**config.mk**
```make
export PLATFORM = sky130hd
export DESIGN_NAME = bop_bus_options
export DESIGN_NICKNAME = d
export VERILOG_FILES = /design/src/bop_pkg.sv /design/src/bop_bus_options.sv /design/src/bop_wb_slave.sv /design/src/bop_len_check.sv
export VERILOG_INCLUDE_DIRS = /design/src
export SDC_FILE = /design/constraint.sdc
export NUM_CORES = 1
export LEC_CHECK = 0
export BUFFER_PORTS_ARGS = -buffer_cell sky130_fd_sc_hd__buf_2
export CAP_MARGIN = 5
export CORE_MARGIN = 5
export CORE_UTILIZATION = 40
export DETAILED_ROUTE_END_ITERATION = 16
export PLACE_DENSITY = 0.68
export SLEW_MARGIN = 15
export SYNTH_ARGS = -nofsm -noshare
export SYNTH_HDL_FRONTEND = slang
export SYNTH_SLANG_ARGS = --single-unit
```
**constraint.sdc**
```tcl
create_clock -name clk_i -period 2.7 [get_ports clk_i]
set_input_delay 0.135 -clock clk_i [delete_from_list [all_inputs] [get_ports clk_i]]
set_output_delay 0.135 -clock clk_i [all_outputs]
set_load 0.03 [all_outputs]
```
**src/bop_params.svh**
```systemverilog
`ifndef BOP_PARAMS_SVH
`define BOP_PARAMS_SVH

// ----------------------------------------------------------------
// Register offsets (byte addresses)
// ----------------------------------------------------------------
`define BOP_ADDR_BUS_OPTIONS 8'h20
`define BOP_ADDR_STATUS      8'h40
`define BOP_ADDR_CONTROL     8'h44

// ----------------------------------------------------------------
// Bus options field positions
// ----------------------------------------------------------------
`define BOP_CAP_HI       31
`define BOP_CAP_LO       27
`define BOP_ACC_HI       23
`define BOP_ACC_LO       16
`define BOP_MREC_HI      15
`define BOP_MREC_LO      12
`define BOP_GEN_HI       7
`define BOP_GEN_LO       6
`define BOP_SPD_HI       2
`define BOP_SPD_LO       0

// ----------------------------------------------------------------
// Status and control field positions
// ----------------------------------------------------------------
`define BOP_ST_ROM_PEND  0
`define BOP_ST_LINK      1
`define BOP_ST_CFG_BAD   2
`define BOP_ST_LEN_ERR   3
`define BOP_ST_CNT_LO    16
`define BOP_CTL_CHK_EN   0

// ----------------------------------------------------------------
// Reset values and constants
// ----------------------------------------------------------------
`define BOP_RST_CAPS     5'h00
`define BOP_RST_ACC      8'h00
`define BOP_RST_MREC     4'ha
`define BOP_RST_GEN      2'h0
`define BOP_RST_CHK_EN   1'b1
`define BOP_LNK_SPD      3'h2
`define BOP_MREC_MIN     4'h8
`define BOP_BIB_QIDX     3'h1

`endif

```
**src/bop_pkg.sv**
```systemverilog
package bop_pkg;

	// ------------------------------------------------------------
	// Carriers
	// ------------------------------------------------------------
	typedef struct packed {
		logic        cyc;
		logic        stb;
		logic        we;
		logic [3:0]  sel;
		logic [7:0]  adr;
		logic [31:0] dat;
	} bop_wb_req_t;

	typedef struct packed {
		logic        ack;
		logic [31:0] dat;
	} bop_wb_rsp_t;

	typedef struct packed {
		logic       req;
		logic [2:0] qidx;
	} bop_bib_rd_t;

	typedef struct packed {
		logic        ack;
		logic        hit;
		logic [31:0] data;
	} bop_bib_rsp_t;

	typedef struct packed {
		logic        valid;
		logic [15:0] len;
	} bop_blk_wr_t;

	// ------------------------------------------------------------
	// Module state
	// ------------------------------------------------------------
	typedef struct packed {
		logic        ack;
		logic [31:0] dat;
	} bop_wb_state_t;

	typedef struct packed {
		logic err;
		logic over;
	} bop_chk_state_t;

	typedef struct packed {
		logic [4:0]   caps;
		logic [7:0]   acc;
		logic [3:0]   mrec;
		logic [1:0]   gen;
		logic         rom_pend;
		logic         cfg_bad;
		logic         len_err;
		logic [15:0]  err_cnt;
		logic         chk_en;
		bop_bib_rsp_t bib;
	} bop_state_t;

endpackage : bop_pkg

```
**src/bop_bus_options.sv**
```systemverilog
// Summary of operation
// Register value is served to remote bus readers as bus info quadlet one.
// Bits 31..28 hold writable resource, cycle master, isoch and bus manager flags.
// Bit 27 is a writable flag advertising power management support.
// Bits 23..16 hold writable cycle master clock accuracy in ppm.
// Software keeps capability, accuracy and max request valid while link active.
// Bits 15..12 hold max request code; bytes are 2^(code+1), at least 512.
// Hardware reset loads code for 2048 bytes; software reset keeps it.
// Oversized received block write may be answered with a type error acknowledge.
// Reserved bits 26..24, 11..8 and 5..3 read as zero.
// Bits 7..6 are writable generation, bumped when ROM changed since bus reset.
// Bits 2..0 read the constant 010 for 100, 200 and 400 Mbit/s.
// Writes to reserved bits and the link speed field are ignored.
`timescale 1ns/10ps
`include "bop_params.svh"

module bop_bus_options (
	// Clock and resets
	input  wire logic                  clk_i,
	input  wire logic                  rst_i,
	input  wire logic                  soft_rst_i,
	// Register bus
	input  wire bop_pkg::bop_wb_req_t  wb_req_i,
	output      bop_pkg::bop_wb_rsp_t  wb_rsp_o,
	// Host controller state
	input  wire logic                  link_active_control_i,
	// Configuration ROM and bus events
	input  wire logic                  rom_change_i,
	input  wire logic                  bus_reset_i,
	// Remote bus info block read
	input  wire bop_pkg::bop_bib_rd_t  bib_rd_i,
	output      bop_pkg::bop_bib_rsp_t bib_rsp_o,
	// Received block write check
	input  wire bop_pkg::bop_blk_wr_t  blk_wr_i,
	output      logic                  ack_type_error_o,
	// Quadlet as seen by the serial bus
	output      logic [31:0]           bus_options_o
);
	import bop_pkg::*;

	// ------------------------------------------------------------
	// Declarations
	// ------------------------------------------------------------
	bop_state_t  st;
	bop_state_t  next_st;
	logic [31:0] opt_word;
	logic [31:0] status_word;
	logic [31:0] control_word;
	logic [31:0] rd_data;
	logic        wr_en;
	logic        wr_opt;
	logic        wr_status;
	logic        wr_control;
	logic        oversize;
	logic        ack_err;
	logic        gen_bump;
	logic [1:0]  gen_base;
	logic        cfg_bad_now;
	logic        cnt_full;

	// ------------------------------------------------------------
	// Bus slave
	// ------------------------------------------------------------
	bop_wb_slave u_wb (
		.clk_i     (clk_i),
		.rst_i     (rst_i),
		.wb_req_i  (wb_req_i),
		.wb_rsp_o  (wb_rsp_o),
		.rd_data_i (rd_data),
		.wr_en_o   (wr_en)
	);

	// ------------------------------------------------------------
	// Length check on received block writes
	// ------------------------------------------------------------
	bop_len_check u_chk (
		.clk_i            (clk_i),
		.rst_i            (rst_i),
		.mrec_i           (st.mrec),
		.chk_en_i         (st.chk_en),
		.blk_wr_i         (blk_wr_i),
		.ack_type_error_o (ack_err),
		.oversize_o       (oversize)
	);

	// ------------------------------------------------------------
	// Register images
	// ------------------------------------------------------------
	always_comb begin
		opt_word = 32'h0000_0000;
		opt_word[`BOP_CAP_HI:`BOP_CAP_LO]   = st.caps;
		opt_word[`BOP_ACC_HI:`BOP_ACC_LO]   = st.acc;
		opt_word[`BOP_MREC_HI:`BOP_MREC_LO] = st.mrec;
		opt_word[`BOP_GEN_HI:`BOP_GEN_LO]   = st.gen;
		opt_word[`BOP_SPD_HI:`BOP_SPD_LO]   = `BOP_LNK_SPD;
	end

	always_comb begin
		status_word = 32'h0000_0000;
		status_word[`BOP_ST_ROM_PEND] = st.rom_pend;
		status_word[`BOP_ST_LINK]     = link_active_control_i;
		status_word[`BOP_ST_CFG_BAD]  = st.cfg_bad;
		status_word[`BOP_ST_LEN_ERR]  = st.len_err;
		status_word[31:`BOP_ST_CNT_LO] = st.err_cnt;
	end

	always_comb begin
		control_word = 32'h0000_0000;
		control_word[`BOP_CTL_CHK_EN] = st.chk_en;
	end

	// ------------------------------------------------------------
	// Address decode
	// ------------------------------------------------------------
	// Unmapped offsets still ack, reading zero and dropping writes
	always_comb begin
		case (wb_req_i.adr)
			`BOP_ADDR_BUS_OPTIONS: rd_data = opt_word;
			`BOP_ADDR_STATUS:      rd_data = status_word;
			`BOP_ADDR_CONTROL:     rd_data = control_word;
			default:               rd_data = 32'h0000_0000;
		endcase
	end

	assign wr_opt     = wr_en && (wb_req_i.adr == `BOP_ADDR_BUS_OPTIONS);
	assign wr_status  = wr_en && (wb_req_i.adr == `BOP_ADDR_STATUS);
	assign wr_control = wr_en && (wb_req_i.adr == `BOP_ADDR_CONTROL);

	// ------------------------------------------------------------
	// Generation counter support
	// ------------------------------------------------------------
	// A ROM change seen in the same cycle as the bus reset counts
	// toward the next bus reset; only a software or hardware reset drops a pending change.
	assign gen_bump = bus_reset_i && st.rom_pend;

	// Software write and hardware bump in one cycle: bump the new value
	always_comb begin
		gen_base = st.gen;
		if (wr_opt && wb_req_i.sel[0]) begin
			gen_base = wb_req_i.dat[`BOP_GEN_HI:`BOP_GEN_LO];
		end
	end

	// ------------------------------------------------------------
	// Configuration sanity while the link is active
	// ------------------------------------------------------------
	// A code below 8 gives fewer than 512 bytes, which the bus forbids
	assign cfg_bad_now = link_active_control_i && (st.mrec < `BOP_MREC_MIN);
	assign cnt_full    = &st.err_cnt;

	// ------------------------------------------------------------
	// Next state
	// ------------------------------------------------------------
	always_comb begin
		next_st = st;

		// Byte lane 3: capability and power management flags
		if (wr_opt && wb_req_i.sel[3]) begin
			next_st.caps = wb_req_i.dat[`BOP_CAP_HI:`BOP_CAP_LO];
		end
		// Byte lane 2: clock accuracy
		if (wr_opt && wb_req_i.sel[2]) begin
			next_st.acc = wb_req_i.dat[`BOP_ACC_HI:`BOP_ACC_LO];
		end
		// Byte lane 1: max request, low nibble reserved
		if (wr_opt && wb_req_i.sel[1]) begin
			next_st.mrec = wb_req_i.dat[`BOP_MREC_HI:`BOP_MREC_LO];
		end
		// Byte lane 0: generation only, speed bits are fixed
		next_st.gen = gen_bump ? gen_base + 2'h1 : gen_base;

		// Pending ROM change: set wins over the bus reset clear
		if (rom_change_i) begin
			next_st.rom_pend = 1'b1;
		end else if (bus_reset_i) begin
			next_st.rom_pend = 1'b0;
		end

		// Sticky flags, write one to clear, set wins
		if (wr_status && wb_req_i.sel[0] && wb_req_i.dat[`BOP_ST_CFG_BAD]) begin
			next_st.cfg_bad = 1'b0;
		end
		if (cfg_bad_now) begin
			next_st.cfg_bad = 1'b1;
		end
		if (wr_status && wb_req_i.sel[0] && wb_req_i.dat[`BOP_ST_LEN_ERR]) begin
			next_st.len_err = 1'b0;
		end
		if (oversize) begin
			next_st.len_err = 1'b1;
		end

		// Oversize counter saturates rather than wrapping to zero
		if (oversize && !cnt_full) begin
			next_st.err_cnt = st.err_cnt + 16'h0001;
		end

		if (wr_control && wb_req_i.sel[0]) begin
			next_st.chk_en = wb_req_i.dat[`BOP_CTL_CHK_EN];
		end

		// Remote quadlet read, answered one cycle later
		next_st.bib.ack  = bib_rd_i.req;
		next_st.bib.hit  = bib_rd_i.req && (bib_rd_i.qidx == `BOP_BIB_QIDX);
		next_st.bib.data = 32'h0000_0000;
		if (bib_rd_i.req && (bib_rd_i.qidx == `BOP_BIB_QIDX)) begin
			next_st.bib.data = opt_word;
		end

		// Software reset: all fields but the max request code and the remote read reply
		if (soft_rst_i) begin
			next_st.caps     = `BOP_RST_CAPS;
			next_st.acc      = `BOP_RST_ACC;
			next_st.gen      = `BOP_RST_GEN;
			next_st.rom_pend = 1'b0;
			next_st.cfg_bad  = 1'b0;
			next_st.len_err  = 1'b0;
			next_st.err_cnt  = 16'h0000;
			next_st.chk_en   = `BOP_RST_CHK_EN;
			next_st.mrec     = st.mrec;
		end
	end

	// ------------------------------------------------------------
	// State register
	// ------------------------------------------------------------
	always_ff @(posedge clk_i) begin
		if (rst_i) begin
			st          <= '0;
			st.caps     <= `BOP_RST_CAPS;
			st.acc      <= `BOP_RST_ACC;
			st.mrec     <= `BOP_RST_MREC;
			st.gen      <= `BOP_RST_GEN;
			st.chk_en   <= `BOP_RST_CHK_EN;
		end else begin
			st <= next_st;
		end
	end

	// ------------------------------------------------------------
	// Outputs
	// ------------------------------------------------------------
	assign bib_rsp_o        = st.bib;
	assign ack_type_error_o = ack_err;
	assign bus_options_o    = opt_word;

endmodule : bop_bus_options

```
**src/bop_wb_slave.sv**
```systemverilog
`timescale 1ns/10ps

module bop_wb_slave (
	// Clock and reset
	input  wire logic                 clk_i,
	input  wire logic                 rst_i,
	// Wishbone
	input  wire bop_pkg::bop_wb_req_t wb_req_i,
	output      bop_pkg::bop_wb_rsp_t wb_rsp_o,
	// Register file side
	input  wire logic [31:0]          rd_data_i,
	output      logic                 wr_en_o
);
	import bop_pkg::*;

	bop_wb_state_t st;
	bop_wb_state_t next_st;

	// One wait cycle; ack drops the cycle after it is given
	always_comb begin
		next_st     = st;
		next_st.ack = wb_req_i.cyc && wb_req_i.stb && !st.ack;
		if (next_st.ack) begin
			next_st.dat = rd_data_i;
		end
	end

	always_ff @(posedge clk_i) begin
		if (rst_i) begin
			st <= '0;
		end else begin
			st <= next_st;
		end
	end

	// Write lands at the same edge the master samples ack
	assign wr_en_o  = wb_req_i.cyc && wb_req_i.stb && wb_req_i.we && st.ack;
	assign wb_rsp_o = '{ack: st.ack, dat: st.dat};

endmodule : bop_wb_slave

```
**src/bop_len_check.sv**
```systemverilog
`timescale 1ns/10ps

module bop_len_check (
	// Clock and reset
	input  wire logic                 clk_i,
	input  wire logic                 rst_i,
	// Configuration
	input  wire logic [3:0]           mrec_i,
	input  wire logic                 chk_en_i,
	// Incoming block write
	input  wire bop_pkg::bop_blk_wr_t blk_wr_i,
	// Results
	output      logic                 ack_type_error_o,
	output      logic                 oversize_o
);
	import bop_pkg::*;

	bop_chk_state_t st;
	bop_chk_state_t next_st;
	logic [16:0]    limit;
	logic           too_long;

	always_comb begin
		// Five-bit sum so code f gives 2^16 instead of wrapping to 2^0
		limit    = 17'h00001 << ({1'b0, mrec_i} + 5'h01);
		too_long = blk_wr_i.valid && ({1'b0, blk_wr_i.len} > limit);
		next_st      = '0;
		next_st.over = too_long;
		next_st.err  = too_long && chk_en_i;
	end

	always_ff @(posedge clk_i) begin
		if (rst_i) begin
			st <= '0;
		end else begin
			st <= next_st;
		end
	end

	assign ack_type_error_o = st.err;
	assign oversize_o       = st.over;

endmodule : bop_len_check

```
# --- After elaboration in Yosys (flattened, before gate mapping) ---
# Index checks and enable logic that the tools add are counted.
word_totals:
  word_cells: 69
  reg_bits: 108
  inputBits: 74
classes:
  n_mux: 10
  eq_ne: 4
  shifts: 1
  magnitude_cmp: 2
  add_sub_neg: 3
  n_reduce_logical: 30
  bitwise: 2
op_table:
  columns: ["op", "n"]
  rows:
  - ["case mux 32 bit (3 select lines)", 1]
  - ["logical AND 1 bit", 21]
  - ["greater-than comparator 16 x 17 -> 1 bit", 1]
  - ["left shift 1 x 5 -> 17 bit, first input constant", 1]
  - ["adder 16 x 1 -> 16 bit, second input constant", 1]
  - ["== test 8 x 7 -> 1 bit, second input constant", 2]
  - ["AND reduction 16 bit", 1]
  - ["== test 8 x 6 -> 1 bit, second input constant", 1]
  - ["2-to-1 mux 1 bit", 6]
  - ["2-to-1 mux 2 bit", 3]
  - ["nonzero test 2 bit", 3]
  - ["adder 4 x 1 -> 5 bit, second input constant", 1]
  - ["less-than comparator 4 bit, second input constant", 1]
  - ["OR reduction 2 bit", 2]
  - ["== test 3 x 1 -> 1 bit, second input constant", 1]
  - ["adder 2 x 1 -> 2 bit, second input constant", 1]
  - ["logical NOT 1 bit", 2]
  - ["NOT 1 bit", 2]
  - ["AND reduction 2 bit", 1]

# --- Depth between registers and ports, before layout ---
logic_depth:
  depth_word: 8
  ltp_mapped: 9
  ltp_nobuf: 8

# --- Hierarchy ---
# Synthesis repeated with hierarchy kept, for this count alone.
hier_totals:
  hier_cells: 576
  area_unflattened_um2: 5250.0
by_module_without_submodules:
  columns: ["module", "area_each_um2", "seq_area_each_um2", "instances", "cells_each"]
  rows:
  - ["bop_bus_options", 3216.8, 1201.2, 1, 361]
  - ["bop_wb_slave", 1505.2, 660.6, 1, 143]
  - ["bop_len_check", 528.0, 40.0, 1, 72]

# --- Worst setup path before layout ---
# Ideal clock, no wire load.
synth_path:
  path_kind: "reg-to-reg"
  from: "reg st, in the netlist bus_options_o[15]"
  to: "reg u_chk.st, in the netlist u_chk.ack_type_error_o"
  synth_period_minus_slack_ns: 2.262
  stages_incl_launch_ff: 10
  arrival_ns: 2.187
  path_buffers: 1
  setup_slack_ns: 0.438
  required_time_ns: 2.624
  path_cell_list: "dfxtp_1 > clkbuf_1 > nor2b_1 > nand3_1 > ha_1 > and3_1 > nand3_1 > nor2_1 > or4_1 > a21boi_0"
synth_via:
  elab_chain_len: 5
synth_lines:
  columns: ["element", "line_no", "source"]
  rows:
  - ["start: declaration", "bop_bus_options.sv:44", "bop_state_t st;"]
  - ["start signal: assignment", "bop_bus_options.sv:236", "st <= next_st;"]
  - ["adder 4 x 1 -> 5 bit", "bop_len_check.sv:25", "limit = 17'h00001 << ({1'b0, mrec_i} + 5'h01);"]
  - ["left shift 1 x 5 -> 17 bit", "bop_len_check.sv:25", null]
  - ["greater-than comparator 16 x 17 -> 1 bit", "bop_len_check.sv:26", "too_long = blk_wr_i.valid && ({1'b0, blk_wr_i.len} > limit);"]
  - ["logical AND 1 bit", "bop_len_check.sv:26", null]
  - ["logical AND 1 bit", "bop_len_check.sv:29", "next_st.err = too_long && chk_en_i;"]
  - ["end signal: assignment", "bop_len_check.sv:36", "st <= next_st;"]
  - ["end: declaration", "bop_len_check.sv:18", "bop_chk_state_t st;"]
# Every way passes these cells.
# A chain may end at the register's enable or synchronous reset.

# --- Worst setup path after layout ---
# Same ends and word-level chain as after synthesis.

==> results.toml <==
[run_status]
status = "complete, no violations"

[yosys]
avgSynthCellArea_um2 = 8.499
synth_cells = 512
synth_ff_type = "dfxtp_1"
ys_seq_area_frac = 0.4094
ys_async_sr_fraction = 0
netlist_area_mm2 = 0.004352
ys_types = 46
synth-edff-count = 0
yosys_warnings = 0
synth_top_area_frac = 0.4094
synth-seq-cells = 89
synth_top_area_cell = "dfxtp_1"
synth.area.top_cells = "dfxtp_1 (41%), buf_4 (12%), nand2_1 (5.2%), ha_1 (4.9%), a22oi_1 (4.1%)"

[sta]
relSlewSlack = 0.4155
rsz0062_at_grt = "false"
finClkSkew_ns = 0.008485
drv_slew = 0
setup_tns_ns = 0
period_needed_ns = 2.488
setup_viol = 0
worst_hold_slack_ns = 0.01331
hold_viol_final = 0
fmax_ghz = 0.4020
fin_crit_sh = 0.9213
worstMarginPinSlew_ns = 0.8750

[drt]
wl_per_cell_um = 14.35
viasPerCell = 5.005
final_antenna_net_count = 0
remaining_drc_errors = 0
dr.pass1.iters = 5
vias = 3739
drt_iter0_drc = 226
wirelength_um = 10720

[clocking]
postCtsSetupRepairBufs = 0
htree_num_levels = 3
ctsRootBufferMaster = "clkbuf_8"
cts_made_buffers = 9
tritoncts = "built"
cts_sinks = 89
clockBufferDepth = 2
clkSlewWorstSetupHoldPaths_ns = 0.09
insertion_delay_ns = 0.36

[job]
maxCapViolations = 0

[global_routing]
grt_use_total = 0.1607
gr-total-overflow = 0
antenna_found_initial = 0
grt_pass1_vias = 3403
grt_pass1_wl_um = 16750
grt_max_degree = 32

[die]
ios = 174
die_area_mm2 = 0.01307
core_area_mm2 = 0.01075
rows = 38
die_h_um = 114.3
die_x_um = 114.3
initial_core_util = 0.4050

[setup_path]
worstPathRequired_ns = 2.99
crit_chain = "nor2b_1, nand3_1, ha_1, and3_1, nand3_1, nor2_1, or4_1, a21boi_0"
r2r_start = "bus_options_o[15]"
criticalPathCategory = "flip-flop to flip-flop"
r2r-end = "u_chk.ack_type_error_o"
rrSetupSlack_ns = 0.21
worst-path-max-fanout = 12
crit_slowest_cell = "dfxtp_1"
r2r_cells = 8
startpoint_type = "flip-flop"
arrival_ns = 2.78
path_common_cell = "nand3_1"
critical-path-max-stage-delay_ns = 0.59
critPathCaptureType = "flip-flop"

[finish]
area_delta_synth_final_pct = 14.00
nets = 694
drive_gt1_frac = 0.2669
n_antenna_cell = 0

[place]
io_buffer_count = 132
hpwl_um = 8309
gp_congestion = 0.8332

[power]
power_density_mw_per_mm2 = 491.6
peakVddDrop_uv = 263.1
leakage_nw = 2.244

[worst_hold_path]
hold_class = "input port to flip-flop"
whs_path_depth = 3
whs_endpoint = "bus_options_o[21]"
hp-start = "wb_req_i[21]"
-- timing repair --
action,4_1_cts,5_1_grt
hold buffers,3,0
gates resized for setup,0,0
endpoints found under the hold margin,3,0
-- worst max path at each step --
stage | from | end | slack [ns] | cells after the start
floorplan | bus_options_o[15] | u_chk.ack_type_error_o | 0.44 | 9
global placement | bus_options_o[15] | u_chk.ack_type_error_o | 0.34 | 8
detailed placement | bus_options_o[15] | u_chk.ack_type_error_o | 0.26 | 8
CTS | bus_options_o[15] | u_chk.ack_type_error_o | 0.22 | 8
global route | bus_options_o[15] | u_chk.ack_type_error_o | 0.01 | 8
finish | bus_options_o[15] | u_chk.ack_type_error_o | 0.21 | 8
-- where the power goes --
group	leakage, nW	switching, mW	internal (mW)	total, mW
combinational	1.43	0.142	0.0643	0.206
clock	0.0917	0.485	0.426	0.910
sequential	0.718	0.00488	1.32	1.32
total	2.24	0.632	1.81	2.44
-- cell usage in the layout (no fill, tap or decap), drive strengths merged, types with 3 or more instances in the layout --
| cell type | instances |
|---|---|
| nor4 | 4 |
| and3 | 8 |
| or3 | 3 |
| buf | 139 |
| or4 | 3 |
| inv | 8 |
| nor2b | 8 |
| ha | 17 |
| and2 | 19 |
| nand3b | 3 |
| and4 | 6 |
| nor2 | 42 |
| a211oi | 4 |
| o21ai | 12 |
| nand4 | 4 |
| conb | 32 |
| nor3 | 9 |
| xnor2 | 6 |
| dlygate4sd3 | 3 |
| xor2 | 5 |
| clkbuf | 9 |
| a22oi | 24 |
| a31oi | 5 |
| nand3 | 34 |
| dfxtp | 89 |
| nand2 | 60 |
| mux2i | 4 |
| a21oi | 25 |
-- cell type report --
| type | instances | area [um^2] |
|---|---|---|
| clock buffer | 9 | 123.9 |
| clock inverter | 6 | 67.56 |
| fill | 1134 | 5784 |
| inverter | 7 | 26.28 |
| multi-input combinational | 354 | 2043 |
| sequential | 89 | 1782 |
| tap | 140 | 175.2 |
| timing repair buffer | 142 | 743.2 |
-- cell usage after synthesis, drive strengths merged, types with 4 or more instances --
master and count:
nand3 34, o21ai 12, mux2i 4, inv 7, nand2 60, buf 76, ha 17, clkbuf 16
nor4 4, dfxtp 89, and3 8, nand4 4, a211oi 4, a22oi 24, xor2 5, nor3 9
a21oi 25, nor2b 8, a31oi 5, and4 6, xnor2 6, nor2 42, and2 19
-- state kept, by name, indices dropped and copies added, names as in the netlist --
| name | flops |
|---|---|
| u_chk.oversize_o | 1 |
| bus_options_o | 19 |
| control_word | 1 |
| st | 19 |
| u_wb.wb_rsp_o | 27 |
| bib_rsp_o | 21 |
| u_chk.ack_type_error_o | 1 |
-- kinds of logic after synthesis --
logic type / share of synthesized area
DFF: 0.4094
other: 0.001726
xor gates and xnor gates: 0.02214
AOI/OAI and AO/OA: 0.1196
buffers and inverters: 0.1498
adders and majority gates: 0.04888
muxes: 0.009201
and+or+nand+nor: 0.2392
-- metrics by stage --
step / setup slack [ns] / total power, mW / cell area (um^2) / std cells / util
floorplan: 0.4377 / 1.515 / 4464 / 542 / -
global placement: 0.3353 / 1.550 / 4740 / 729 / 0.4411
detailed placement: 0.2603 / 1.554 / 4740 / 729 / 0.4411
CTS: 0.2241 / 2.458 / 4961 / 747 / 0.4617
global route: 0.01090 / 2.542 / 4961 / 747 / 0.4617
finish: 0.2124 / 2.439 / 4961 / 747 / 0.4617
-- layer usage --
metal,vias to the layer above,wire length (um),share of wire,track usage
met4,0,266,0.025,0.06413
met2,169,4691,0.44,0.2440
met1,1701,4709,0.44,0.2133
li1,1847,-,-,-
met5,-,0,0,0
met3,22,1049,0.098,0.04915
-- critical path: cells and delay by family, from the launching register on --
kind	cells	cell delay (ns)
adders and majority gates	1	0.32
and+or+nand+nor	6	1.35
AOI/OAI and AO/OA	1	0.16
DFF	1	0.59
Note: power is estimated with default switching activity, not from simulation.
